==> config.mk <==
export PLATFORM = sky130hd
export DESIGN_NAME = crtc_timing_cursor_regs
export DESIGN_NICKNAME = d
export VERILOG_FILES = /design/src/core/crtc_timing_pkg.sv /design/src/core/crtc_timing_cursor_regs.sv
export VERILOG_INCLUDE_DIRS = /design/src /design/src/core
export SDC_FILE = /design/constraint.sdc
export NUM_CORES = 1
export LEC_CHECK = 0
export BUFFER_PORTS_ARGS = -buffer_cell sky130_fd_sc_hd__buf_2
export CAP_MARGIN = 0
export CORE_ASPECT_RATIO = 0.9
export CORE_MARGIN = 2
export CORE_UTILIZATION = 56
export CTS_CLUSTER_SIZE = 24
export DETAILED_ROUTE_END_ITERATION = 8
export PLACE_DENSITY = 0.77
export REMOVE_ABC_BUFFERS = 1
export SKIP_CTS_REPAIR_TIMING = 1
export SLEW_MARGIN = 20
export SYNTH_ARGS = -nofsm -noshare
export SYNTH_HDL_FRONTEND = slang
export SYNTH_SLANG_ARGS = --single-unit
==> constraint.sdc <==
create_clock -name ref_clk -period 2.45 [get_ports ref_clk]
set_clock_uncertainty 0.15 [all_clocks]
set_input_delay 0.49 -clock ref_clk [delete_from_list [all_inputs] [get_ports ref_clk]]
set_output_delay 0.49 -clock ref_clk [all_outputs]
set_load 0.005 [all_outputs]
==> src/core/crtc_timing_cursor_consts.svh <==
// Register indices, field positions and reset values of the timing and cursor block
`ifndef CRTC_TIMING_CURSOR_CONSTS_SVH
`define CRTC_TIMING_CURSOR_CONSTS_SVH

// ----------------------------------------------------------------
// Port select and register indices
// ----------------------------------------------------------------
`define PORT_INDEX        1'b0
`define PORT_DATA         1'b1
`define IDX_HBLANK_START  6'h02
`define IDX_HBLANK_END    6'h03
`define IDX_HRTR_START    6'h04
`define IDX_HRTR_END      6'h05
`define IDX_VTOTAL        6'h06
`define IDX_OVERFLOW      6'h07
`define IDX_PRESET        6'h08
`define IDX_MAXSCAN       6'h09
`define IDX_CUR_START     6'h0a
`define IDX_CUR_END       6'h0b
`define IDX_START_HIGH    6'h0c
`define IDX_START_LOW     6'h0d

// ----------------------------------------------------------------
// Field positions
// ----------------------------------------------------------------
`define SKEW_MSB          6
`define SKEW_LSB          5
`define LOW5_MSB          4
`define LOW6_MSB          5
`define HBLANK_END_B5     7
`define LOCK_VERT_BIT     0
`define LOCK_DISPEND_BIT  1
`define LOCK_ADDR_LSB     3
`define LOCK_ADDR_MSB     4
`define LOCK_HORIZ_BIT    5
`define OVF_VT8           0
`define OVF_DE8           1
`define OVF_VR8           2
`define OVF_VB8           3
`define OVF_LC8           4
`define OVF_VT9           5
`define OVF_DE9           6
`define OVF_VR9           7
`define MAXSCAN_VB9       5
`define MAXSCAN_LC9       6
`define MAXSCAN_DOUBLE    7
`define CURSOR_OFF_BIT    5
`define LEGACY_VT_MSB     6

// ----------------------------------------------------------------
// Masks, reset values and counts
// ----------------------------------------------------------------
`define REG_RESET         8'h00
`define ALL_BITS          8'hff
`define OVF_MASK_VLOCK    8'had
`define OVF_MASK_DELOCK   8'h42
`define MAXSCAN_MASK_VB9  8'h20
`define HBLANK_END_MASK   8'h7f
`define PRESET_MASK       8'h7f
`define CUR_START_MASK    8'h3f
`define CUR_END_MASK      8'h7f
`define LEGACY_HIGH_MASK  8'h3f
`define HTOTAL_ADJ        9'h004
`define SKEW_NONE         2'h0

`endif

==> src/core/crtc_timing_pkg.sv <==
// Types shared by the timing and cursor block
package crtc_timing_pkg;

	// ----------------------------------------------------------------
	// Indexed I/O request and upper vertical field bits
	// ----------------------------------------------------------------
	typedef struct packed {
		logic       write;
		logic       read;
		logic       portSel;
		logic [7:0] data;
	} io_req_t;

	typedef struct packed {
		logic [1:0] retraceStart;
		logic [1:0] dispEnd;
		logic [1:0] startBlank;
		logic [1:0] lineCompare;
	} vert_high_t;

endpackage : crtc_timing_pkg

==> src/core/crtc_timing_cursor_regs.sv <==
// Horizontal timing, row scan, cursor and start address registers on the character clock
`include "crtc_timing_cursor_consts.svh"
`timescale 1ns/1ps
`default_nettype none

module crtc_timing_cursor_regs (
	input  wire logic                        ref_clk,
	input  wire logic                        rst_n,
	input  wire crtc_timing_pkg::io_req_t    ioReq,
	input  wire logic [7:0]                  extLockControlReg,
	input  wire logic                        timingWriteProtect,
	input  wire logic                        legacyMode,
	input  wire logic                        multiShiftMode,
	input  wire logic [7:0]                  horizTotal,
	input  wire logic [7:0]                  horizDisplayEnd,
	input  wire logic                        vertTotalBit10,
	input  wire logic                        vRetrace,
	input  wire logic                        cursorAddrHit,
	output logic [7:0]                       ioReadData,
	output logic                             hRetrace,
	output logic                             hBlank,
	output logic                             displayEnable,
	output logic                             cursorVideo,
	output logic [4:0]                       rowScan,
	output logic [1:0]                       bytePan,
	output logic [10:0]                      vertTotal,
	output crtc_timing_pkg::vert_high_t      vertHigh,
	output logic [17:0]                      startAddress
);
	// ----------------------------------------------------------------
	// Helpers
	// ----------------------------------------------------------------
	function automatic logic [7:0] mergeBits(input logic [7:0] old, input logic [7:0] val,
		input logic [7:0] allow);
		mergeBits = (old & ~allow) | (val & allow);
	endfunction : mergeBits
	// Skew 0 passes the current level, otherwise a tap of the delay line
	function automatic logic pickDelayed(input logic now, input logic [2:0] line,
		input logic [1:0] sel);
		pickDelayed = (sel == `SKEW_NONE) ? now : line[sel - 2'h1];
	endfunction : pickDelayed
	// ----------------------------------------------------------------
	// Register storage
	// ----------------------------------------------------------------
	logic [5:0]  index;
	logic [7:0]  horizBlankStart;
	logic [7:0]  horizBlankEnd;
	logic [7:0]  horizRetraceStart;
	logic [7:0]  horizRetraceEnd;
	logic [7:0]  verticalTotalLow;
	logic [7:0]  verticalOverflowBits;
	logic [7:0]  rowScanPreset;
	logic [7:0]  maxScanLine;
	logic [7:0]  cursorStartLine;
	logic [7:0]  cursorEndLine;
	logic [7:0]  screenStartHigh;
	logic [7:0]  screenStartLow;
	// ----------------------------------------------------------------
	// Write decode and locks
	// ----------------------------------------------------------------
	wire         dataWrite  = ioReq.write && (ioReq.portSel == `PORT_DATA);
	wire         indexWrite = ioReq.write && (ioReq.portSel == `PORT_INDEX);
	wire [7:0]   wdata      = ioReq.data;
	wire         horizLock  = extLockControlReg[`LOCK_HORIZ_BIT] | timingWriteProtect;
	wire         vertLock   = extLockControlReg[`LOCK_VERT_BIT] | timingWriteProtect;
	// display-end bits lock only in this combination
	wire         deLock     = !extLockControlReg[`LOCK_DISPEND_BIT] && timingWriteProtect;
	// overflow allow mask; line compare bit always open
	wire [7:0]   ovfAllow   = `ALL_BITS & ~(vertLock ? `OVF_MASK_VLOCK : `REG_RESET)
		& ~(deLock ? `OVF_MASK_DELOCK : `REG_RESET);
	// start blank bit 9 locked by vertical lock bit only
	wire [7:0]   maxAllow   = extLockControlReg[`LOCK_VERT_BIT] ? ~`MAXSCAN_MASK_VB9 : `ALL_BITS;
	wire         wrHbStart  = dataWrite && (index == `IDX_HBLANK_START) && !horizLock;
	wire         wrHbEnd    = dataWrite && (index == `IDX_HBLANK_END) && !horizLock;
	wire         wrHrStart  = dataWrite && (index == `IDX_HRTR_START) && !horizLock;
	wire         wrHrEnd    = dataWrite && (index == `IDX_HRTR_END) && !horizLock;
	wire         wrVtotal   = dataWrite && (index == `IDX_VTOTAL) && !vertLock;
	wire         wrOvf      = dataWrite && (index == `IDX_OVERFLOW);
	wire         wrPreset   = dataWrite && (index == `IDX_PRESET);
	wire         wrMaxScan  = dataWrite && (index == `IDX_MAXSCAN);
	wire         wrCurStart = dataWrite && (index == `IDX_CUR_START);
	wire         wrCurEnd   = dataWrite && (index == `IDX_CUR_END);
	wire         wrStartHi  = dataWrite && (index == `IDX_START_HIGH);
	wire         wrStartLo  = dataWrite && (index == `IDX_START_LOW);
	// ----------------------------------------------------------------
	// Register writes
	// ----------------------------------------------------------------
	always_ff @(posedge ref_clk or negedge rst_n) begin
		if (!rst_n) begin
			index                <= 6'h00;
			horizBlankStart      <= `REG_RESET;
			horizBlankEnd        <= `REG_RESET;
			horizRetraceStart    <= `REG_RESET;
			horizRetraceEnd      <= `REG_RESET;
			verticalTotalLow     <= `REG_RESET;
			verticalOverflowBits <= `REG_RESET;
			rowScanPreset        <= `REG_RESET;
			maxScanLine          <= `REG_RESET;
			cursorStartLine      <= `REG_RESET;
			cursorEndLine        <= `REG_RESET;
			screenStartHigh      <= `REG_RESET;
			screenStartLow       <= `REG_RESET;
		end else begin
			if (indexWrite) index <= wdata[5:0];
			if (wrHbStart) horizBlankStart <= wdata;
			if (wrHbEnd) horizBlankEnd <= wdata & `HBLANK_END_MASK;
			if (wrHrStart) horizRetraceStart <= wdata;
			if (wrHrEnd) horizRetraceEnd <= wdata;
			if (wrVtotal) verticalTotalLow <= wdata;
			if (wrOvf) verticalOverflowBits <= mergeBits(verticalOverflowBits, wdata, ovfAllow);
			if (wrPreset) rowScanPreset <= wdata & `PRESET_MASK;
			if (wrMaxScan) maxScanLine <= mergeBits(maxScanLine, wdata, maxAllow);
			if (wrCurStart) cursorStartLine <= wdata & `CUR_START_MASK;
			if (wrCurEnd) cursorEndLine <= wdata & `CUR_END_MASK;
			if (wrStartHi) screenStartHigh <= wdata;
			if (wrStartLo) screenStartLow <= wdata;
		end
	end
	// ----------------------------------------------------------------
	// Read path
	// ----------------------------------------------------------------
	// legacy mode hides the top two high-byte bits
	wire [7:0] startHighView = legacyMode ? (screenStartHigh & `LEGACY_HIGH_MASK)
		: screenStartHigh;
	function automatic logic [7:0] readSel(input logic [5:0] idx);
		unique case (idx)
			`IDX_HBLANK_START: readSel = horizBlankStart;
			`IDX_HBLANK_END:   readSel = horizBlankEnd;
			`IDX_HRTR_START:   readSel = horizRetraceStart;
			`IDX_HRTR_END:     readSel = horizRetraceEnd;
			`IDX_VTOTAL:       readSel = verticalTotalLow;
			`IDX_OVERFLOW:     readSel = verticalOverflowBits;
			`IDX_PRESET:       readSel = rowScanPreset;
			`IDX_MAXSCAN:      readSel = maxScanLine;
			`IDX_CUR_START:    readSel = cursorStartLine;
			`IDX_CUR_END:      readSel = cursorEndLine;
			`IDX_START_HIGH:   readSel = startHighView;
			`IDX_START_LOW:    readSel = screenStartLow;
			default:           readSel = `REG_RESET;
		endcase
	endfunction : readSel
	wire [7:0] readMux = (ioReq.portSel == `PORT_INDEX) ? {2'h0, index} : readSel(index);
	always_ff @(posedge ref_clk or negedge rst_n) begin
		if (!rst_n) begin
			ioReadData <= `REG_RESET;
		end else if (ioReq.read) begin
			ioReadData <= readMux;
		end
	end

	// ----------------------------------------------------------------
	// Horizontal character counter and compares
	// ----------------------------------------------------------------
	logic [8:0] hCount;
	logic       blankRaw;
	logic       retraceRaw;
	logic       vRetracePrev;
	logic       halfPhase;
	logic [2:0] deLine;
	logic [2:0] hrLine;
	logic [2:0] curLine;
	// wrap after the last character of the line
	wire        lineEnd      = hCount == ({1'b0, horizTotal} + `HTOTAL_ADJ);
	wire        blankStartHit = hCount == {1'b0, horizBlankStart};
	wire [5:0]  blankEndVal  = {horizRetraceEnd[`HBLANK_END_B5], horizBlankEnd[`LOW5_MSB:0]};
	wire        blankEndHit  = hCount[`LOW6_MSB:0] == blankEndVal;
	wire        rtrStartHit  = hCount == {1'b0, horizRetraceStart};
	wire        rtrEndHit    = hCount[`LOW5_MSB:0] == horizRetraceEnd[`LOW5_MSB:0];
	wire        deRaw        = hCount <= {1'b0, horizDisplayEnd};
	wire [1:0]  deSkew       = horizBlankEnd[`SKEW_MSB:`SKEW_LSB];
	wire [1:0]  rtrDelay     = horizRetraceEnd[`SKEW_MSB:`SKEW_LSB];
	wire [1:0]  curSkew      = cursorEndLine[`SKEW_MSB:`SKEW_LSB];
	// Start wins over end on the same character so a zero-width pulse cannot vanish
	wire        next_blankRaw   = blankStartHit ? 1'b1 : (blankEndHit ? 1'b0 : blankRaw);
	wire        next_retraceRaw = rtrStartHit ? 1'b1 : (rtrEndHit ? 1'b0 : retraceRaw);

	// ----------------------------------------------------------------
	// Row scan counter
	// ----------------------------------------------------------------
	wire        rowTick     = retraceRaw && !next_retraceRaw;
	wire        lineDouble  = maxScanLine[`MAXSCAN_DOUBLE];
	wire        rowStep     = rowTick && (!lineDouble || halfPhase);
	wire        presetLoad  = vRetracePrev && !vRetrace;
	wire [4:0]  maxRow      = maxScanLine[`LOW5_MSB:0];
	wire [4:0]  rowAfter    = (rowScan == maxRow) ? 5'h00 : rowScan + 5'h01;
	// preset after vertical retrace, else step
	wire [4:0]  next_rowScan = presetLoad ? rowScanPreset[`LOW5_MSB:0]
		: (rowStep ? rowAfter : rowScan);

	// ----------------------------------------------------------------
	// Cursor window
	// ----------------------------------------------------------------
	wire [4:0]  curFirst   = cursorStartLine[`LOW5_MSB:0];
	wire [4:0]  curLast    = cursorEndLine[`LOW5_MSB:0];
	// off bit clear, inclusive window, empty when inverted
	wire        curRowHit  = !cursorStartLine[`CURSOR_OFF_BIT] && (curFirst <= curLast)
		&& (rowScan >= curFirst) && (rowScan <= curLast);
	wire        curRaw     = cursorAddrHit && curRowHit;

	// ----------------------------------------------------------------
	// Derived vertical and address values
	// ----------------------------------------------------------------
	// eleven-bit total; legacy row count
	wire [10:0] next_vertTotal = legacyMode
		? {4'h0, verticalTotalLow[`LEGACY_VT_MSB:0]}
		: {vertTotalBit10, verticalOverflowBits[`OVF_VT9], verticalOverflowBits[`OVF_VT8],
			verticalTotalLow};
	// extension bits apply only outside legacy mode
	wire [1:0]  addrExt  = legacyMode ? 2'h0
		: extLockControlReg[`LOCK_ADDR_MSB:`LOCK_ADDR_LSB];
	// panning only matters in multiple-shift modes
	wire [1:0]  next_bytePan = multiShiftMode ? rowScanPreset[`SKEW_MSB:`SKEW_LSB] : 2'h0;
	crtc_timing_pkg::vert_high_t next_vertHigh;
	// overflow fields, start blank and line compare bit 9 from max scan line
	assign next_vertHigh.retraceStart = {verticalOverflowBits[`OVF_VR9],
		verticalOverflowBits[`OVF_VR8]};
	assign next_vertHigh.dispEnd      = {verticalOverflowBits[`OVF_DE9],
		verticalOverflowBits[`OVF_DE8]};
	assign next_vertHigh.startBlank   = {maxScanLine[`MAXSCAN_VB9],
		verticalOverflowBits[`OVF_VB8]};
	assign next_vertHigh.lineCompare  = {maxScanLine[`MAXSCAN_LC9],
		verticalOverflowBits[`OVF_LC8]};

	// ----------------------------------------------------------------
	// Timing state
	// ----------------------------------------------------------------
	always_ff @(posedge ref_clk or negedge rst_n) begin
		if (!rst_n) begin
			hCount       <= 9'h000;
			blankRaw     <= 1'b0;
			retraceRaw   <= 1'b0;
			vRetracePrev <= 1'b0;
			halfPhase    <= 1'b0;
			rowScan      <= 5'h00;
			deLine       <= 3'h0;
			hrLine       <= 3'h0;
			curLine      <= 3'h0;
		end else begin
			hCount       <= lineEnd ? 9'h000 : hCount + 9'h001;
			blankRaw     <= next_blankRaw;
			retraceRaw   <= next_retraceRaw;
			vRetracePrev <= vRetrace;
			halfPhase    <= presetLoad ? 1'b0 : (rowTick ? !halfPhase : halfPhase);
			rowScan      <= next_rowScan;
			deLine       <= {deLine[1:0], deRaw};
			hrLine       <= {hrLine[1:0], retraceRaw};
			curLine      <= {curLine[1:0], curRaw};
		end
	end

	// ----------------------------------------------------------------
	// Output flops
	// ----------------------------------------------------------------
	always_ff @(posedge ref_clk or negedge rst_n) begin
		if (!rst_n) begin
			hRetrace      <= 1'b0;
			hBlank        <= 1'b0;
			displayEnable <= 1'b0;
			cursorVideo   <= 1'b0;
			bytePan       <= 2'h0;
			vertTotal     <= 11'h000;
			vertHigh      <= '0;
			startAddress  <= 18'h00000;
		end else begin
			hRetrace      <= pickDelayed(retraceRaw, hrLine, rtrDelay);
			hBlank        <= blankRaw;
			displayEnable <= pickDelayed(deRaw, deLine, deSkew);
			cursorVideo   <= pickDelayed(curRaw, curLine, curSkew);
			bytePan       <= next_bytePan;
			vertTotal     <= next_vertTotal;
			vertHigh      <= next_vertHigh;
			startAddress  <= {addrExt, startHighView, screenStartLow};
		end
	end

	// ----------------------------------------------------------------
	// Checks
	// ----------------------------------------------------------------
	chk_retrace_nodelay: assert property (@(posedge ref_clk) disable iff (!rst_n)
		(rtrDelay == 2'h0 && $past(rtrDelay) == 2'h0) |-> hRetrace == $past(retraceRaw))
		else $error("Retrace with zero delay does not follow raw retrace");
	chk_retrace_delay3: assert property (@(posedge ref_clk) disable iff (!rst_n)
		(rtrDelay == 2'h3 && $past(rtrDelay) == 2'h3 && $past(retraceRaw, 4) && $past(rst_n, 4))
		|-> hRetrace)
		else $error("Retrace with delay three came out late or early");
	chk_blank_end: assert property (@(posedge ref_clk) disable iff (!rst_n)
		(blankEndHit && !blankStartHit) |=> !blankRaw)
		else $error("Blanking did not end on the six-bit match");
	chk_retrace_start: assert property (@(posedge ref_clk) disable iff (!rst_n)
		rtrStartHit |=> retraceRaw)
		else $error("Retrace did not start at the programmed count");
	chk_hlock_write: assert property (@(posedge ref_clk) disable iff (!rst_n)
		(dataWrite && index == `IDX_HRTR_END && horizLock) |=> $stable(horizRetraceEnd))
		else $error("End retrace register changed while locked");
	chk_vtotal_lock: assert property (@(posedge ref_clk) disable iff (!rst_n)
		(dataWrite && index == `IDX_VTOTAL && vertLock) |=> $stable(verticalTotalLow))
		else $error("Vertical total changed while locked");
	chk_ovf_line_cmp: assert property (@(posedge ref_clk) disable iff (!rst_n)
		wrOvf |=> verticalOverflowBits[`OVF_LC8] == $past(wdata[`OVF_LC8]))
		else $error("Line compare bit 8 was not written");
	chk_ovf_de_lock: assert property (@(posedge ref_clk) disable iff (!rst_n)
		(wrOvf && deLock) |=> verticalOverflowBits[`OVF_DE9] == $past(verticalOverflowBits[`OVF_DE9]))
		else $error("Display end bit 9 changed while locked");
	chk_row_clear: assert property (@(posedge ref_clk) disable iff (!rst_n)
		(rowStep && !presetLoad && rowScan == maxRow) |=> rowScan == 5'h00)
		else $error("Row scan did not clear at the maximum");
	chk_cursor_off: assert property (@(posedge ref_clk) disable iff (!rst_n)
		cursorStartLine[`CURSOR_OFF_BIT] [*5] |-> !cursorVideo)
		else $error("Cursor shown while disabled");
	chk_blank_bit7: assert property (@(posedge ref_clk) disable iff (!rst_n)
		(ioReq.read && ioReq.portSel == `PORT_DATA && index == `IDX_HBLANK_END) |=> !ioReadData[7])
		else $error("End blank bit 7 read back as one");
	chk_hcount_wrap: assert property (@(posedge ref_clk) disable iff (!rst_n)
		lineEnd |=> hCount == 9'h000)
		else $error("Character counter did not wrap at line end");

endmodule : crtc_timing_cursor_regs

`default_nettype wire

==> results.py <==
metrics = {
    "outcome": {
        "status": "finished clean",
    },
    "clocking": {
        "clk_transition_reported_paths_ps": 70,
        "cts.sinks": 175,
        "clockBufferDepth": 2,
        "cts_buffers": 17,
        "htreeDepth": 4,
        "cts_root_buf": "clkbuf_16",
        "clk_latency_ps": 440,
        "cts_tree": "built",
    },
    "placement": {
        "place.detailed.hpwl_mm": 15.4,
        "routabilityCongestion": 0.946,
        "io_buffers": 95,
        "place_ws_ps": 10.4,
    },
    "setup_path": {
        "endpoint_kind": "flip-flop",
        "worstPathRequired_ps": 2620,
        "r2r-start": "index[5]$_DFFE_PN0P_",
        "crit_slowest_cell": "dfrtp_1",
        "cp_top_family": "simple AND/OR/NAND/NOR gates",
        "cp_num_buf_inv": 1,
        "crit_cells": 5,
        "r2r_cells": 5,
        "crit_fanout": 6,
        "max_stage_delay_ps": 470,
        "worstPathArrival_ps": 2460,
        "crit_type": "flip-flop to flip-flop",
        "worstPathCellList": "or3_1 -> nor4_2 -> buf_4 -> a21boi_1 -> mux2_2",
        "r2r_setup_slack_ps": 150,
        "crit_path_start_kind": "flip-flop",
    },
    "synth": {
        "synth-edff-count": 0,
        "ys_top_cells_by_area": "dfrtp_1 52%, mux2_2 11%, ha_1 4.3%",
        "synth_ff_type": "dfrtp_1",
        "netlist_area_um2": 8400,
        "ys_types": 63,
        "synth.most_common_cell": "dfrtp_1",
        "ys_warn_count": 0,
        "synth-seq-area-share": 0.521,
        "synth_commonest_cells": "175 x dfrtp_1, 83 x mux2_2, 35 x inv_1",
        "synth_top_cell_by_area": "dfrtp_1",
        "synthCells": 691,
        "avgSynthCellArea_um2": 12.2,
        "ys_seq_elements": 175,
        "synthArstFlopShare": 1.00,
        "netlist.area_leader.share": 0.521,
    },
    "power": {
        "ir_drop_v": 0.000527,
        "p_per_area_nw_per_um2": 892,
        "p_leak_nw": 4.83,
    },
    "routing": {
        "routed_via_density": 6.07,
        "wl_per_cell_um": 20.9,
        "initialDrtViolationCount": 586,
        "dr_total_vias": 6151,
        "finalWirelength_mm": 21.2,
        "drc": 0,
        "first_pass_iters": 5,
        "ant_nets": 0,
    },
    "sta": {
        "slew-limit-headroom": 0.650,
        "worstMarginPinSlew_ps": 511,
        "layout_min_cycle_time_ps": 2300,
        "fin_tns_setup_ps": 0,
        "hold_viol_final": 0,
        "fin_hold_ws_ps": 22.7,
        "setup_slack_ps": 155,
        "rsz0062_at_grt": "no",
        "clock.fmax_mhz": 436,
        "finalSetupViolations": 0,
        "fin_crit_sh": 0.937,
        "slew_viol_final": 0,
    },
    "cells_and_area": {
        "area_growth_pct": 17.4,
        "fin_nets": 876,
        "num_antenna_cells": 0,
        "fillers": 1082,
        "drive_above_1_share": 0.326,
    },
    "floorplanning": {
        "pin_count": 99,
        "die-area_um2": 16000,
        "core-area_um2": 14700,
        "fp-row-count": 42,
        "die_y_um": 120,
        "die_x_um": 133,
        "start_util": 0.571,
    },
    "global_route": {
        "grt_pass1_wl_mm": 33.7,
        "grt_overflow_total": 0,
        "grt_max_degree": 66,
        "antenna_found_initial": 0,
        "grt_pass1_vias": 6252,
        "grt_usage": 0.278,
    },
    "hold_path": {
        "whs_endpoint": "vRetracePrev$_DFF_PN0_",
        "holdPathStages": 1,
        "hp-start": "vRetrace",
        "hold_path.class": "input pin to flip-flop",
    },
    "run": {
        "maxCapViolCount": 0,
    },
}
[layout by cell type, fill, tap and decap left out, drive strengths merged, types with 8 or more instances in the layout]
cell / instances
dfrtp: 175
ha: 29
a22oi: 15
mux2: 84
and3: 8
xnor2: 29
mux2i: 22
xor2: 22
nand3: 20
o21ai: 30
buf: 130
nor2b: 18
nand2: 30
mux4: 9
nand4: 10
inv: 38
clkbuf: 18
nor3: 8
a21oi: 12
nor2: 26
[final cells by class]
cell class | instances | area [um2] | share of cell area
Clock buffer | 18 | 429 | 0.0435
Tap cell | 198 | 248 | 0.0251
Sequential cell | 175 | 4380 | 0.444
Clock inverter | 13 | 159 | 0.0161
Inverter | 35 | 131 | 0.0133
Multi-Input combinational cell | 444 | 3740 | 0.379
Timing Repair Buffer | 131 | 779 | 0.0790
[how the worst max path moves through the flow]
stage	startpoint	endpoint	slack (ps)
after floorplan	index[0]$_DFFE_PN0P_	screenStartLow[0]$_DFFE_PN0P_	9
after global placement	index[1]$_DFFE_PN0P_	flip-flop	40
after detailed placement	index[1]$_DFFE_PN0P_	flip-flop	10
after CTS	index[1]$_DFFE_PN0P_	flip-flop	-20
after global routing	index[5]$_DFFE_PN0P_	flip-flop	80
final	index[5]$_DFFE_PN0P_	flip-flop	150
[metal layers]
layer,part of all wire,GRT usage
met1,0.43,0.382
met2,0.48,0.449
met3,0.067,0.0566
met4,0.026,0.0918
met5,0,0
[flip-flops by register name, summed over array words and instances, names as in the netlist, 5 cells and up, named ones only]
signal,cells
screenStartHigh,8
cursorEndLine,7
hCount,9
vertHigh,8
maxScanLine,7
ioReadData,8
cursorStartLine,6
rowScanPreset,7
verticalTotalLow,8
screenStartLow,8
startAddress,18
horizBlankStart,8
horizRetraceEnd,8
vertTotal,11
horizRetraceStart,8
horizBlankEnd,7
index,6
rowScan,5
[logic make-up (layout without fill, tap and decap cells)]
kind of cell,after synthesis,in the layout,synth area share
flops,175,175,0.521
simple gates,144,144,0.0968
mux,115,115,0.163
compound gates,105,105,0.0875
buf+inv,72,197,0.0354
xor+xnor,51,51,0.0531
fa+ha+maj,29,29,0.0432
[metrics by stage]
step / cell area (um2) / util / power, mW / instances
2_1_floorplan: 8240 / - / 5.15 / 654
3_3_place_gp: 9260 / 0.629 / 5.94 / 982
3_5_place_dp: 9260 / 0.629 / 6.09 / 982
4_1_cts: 9840 / 0.669 / 8.79 / 1013
5_1_grt: 9860 / 0.670 / 9.22 / 1014
6_report: 9860 / 0.670 / 8.79 / 1014
[report_power, final]
part           switching (mW)  leakage (nW)  internal, mW
Sequential              0.529          2.30          3.35
Clock                    1.18         0.272          1.52
Combinational            1.14          2.26          1.08
Total                    2.85          4.83          5.94
Note: power is estimated with default switching activity, not from simulation.
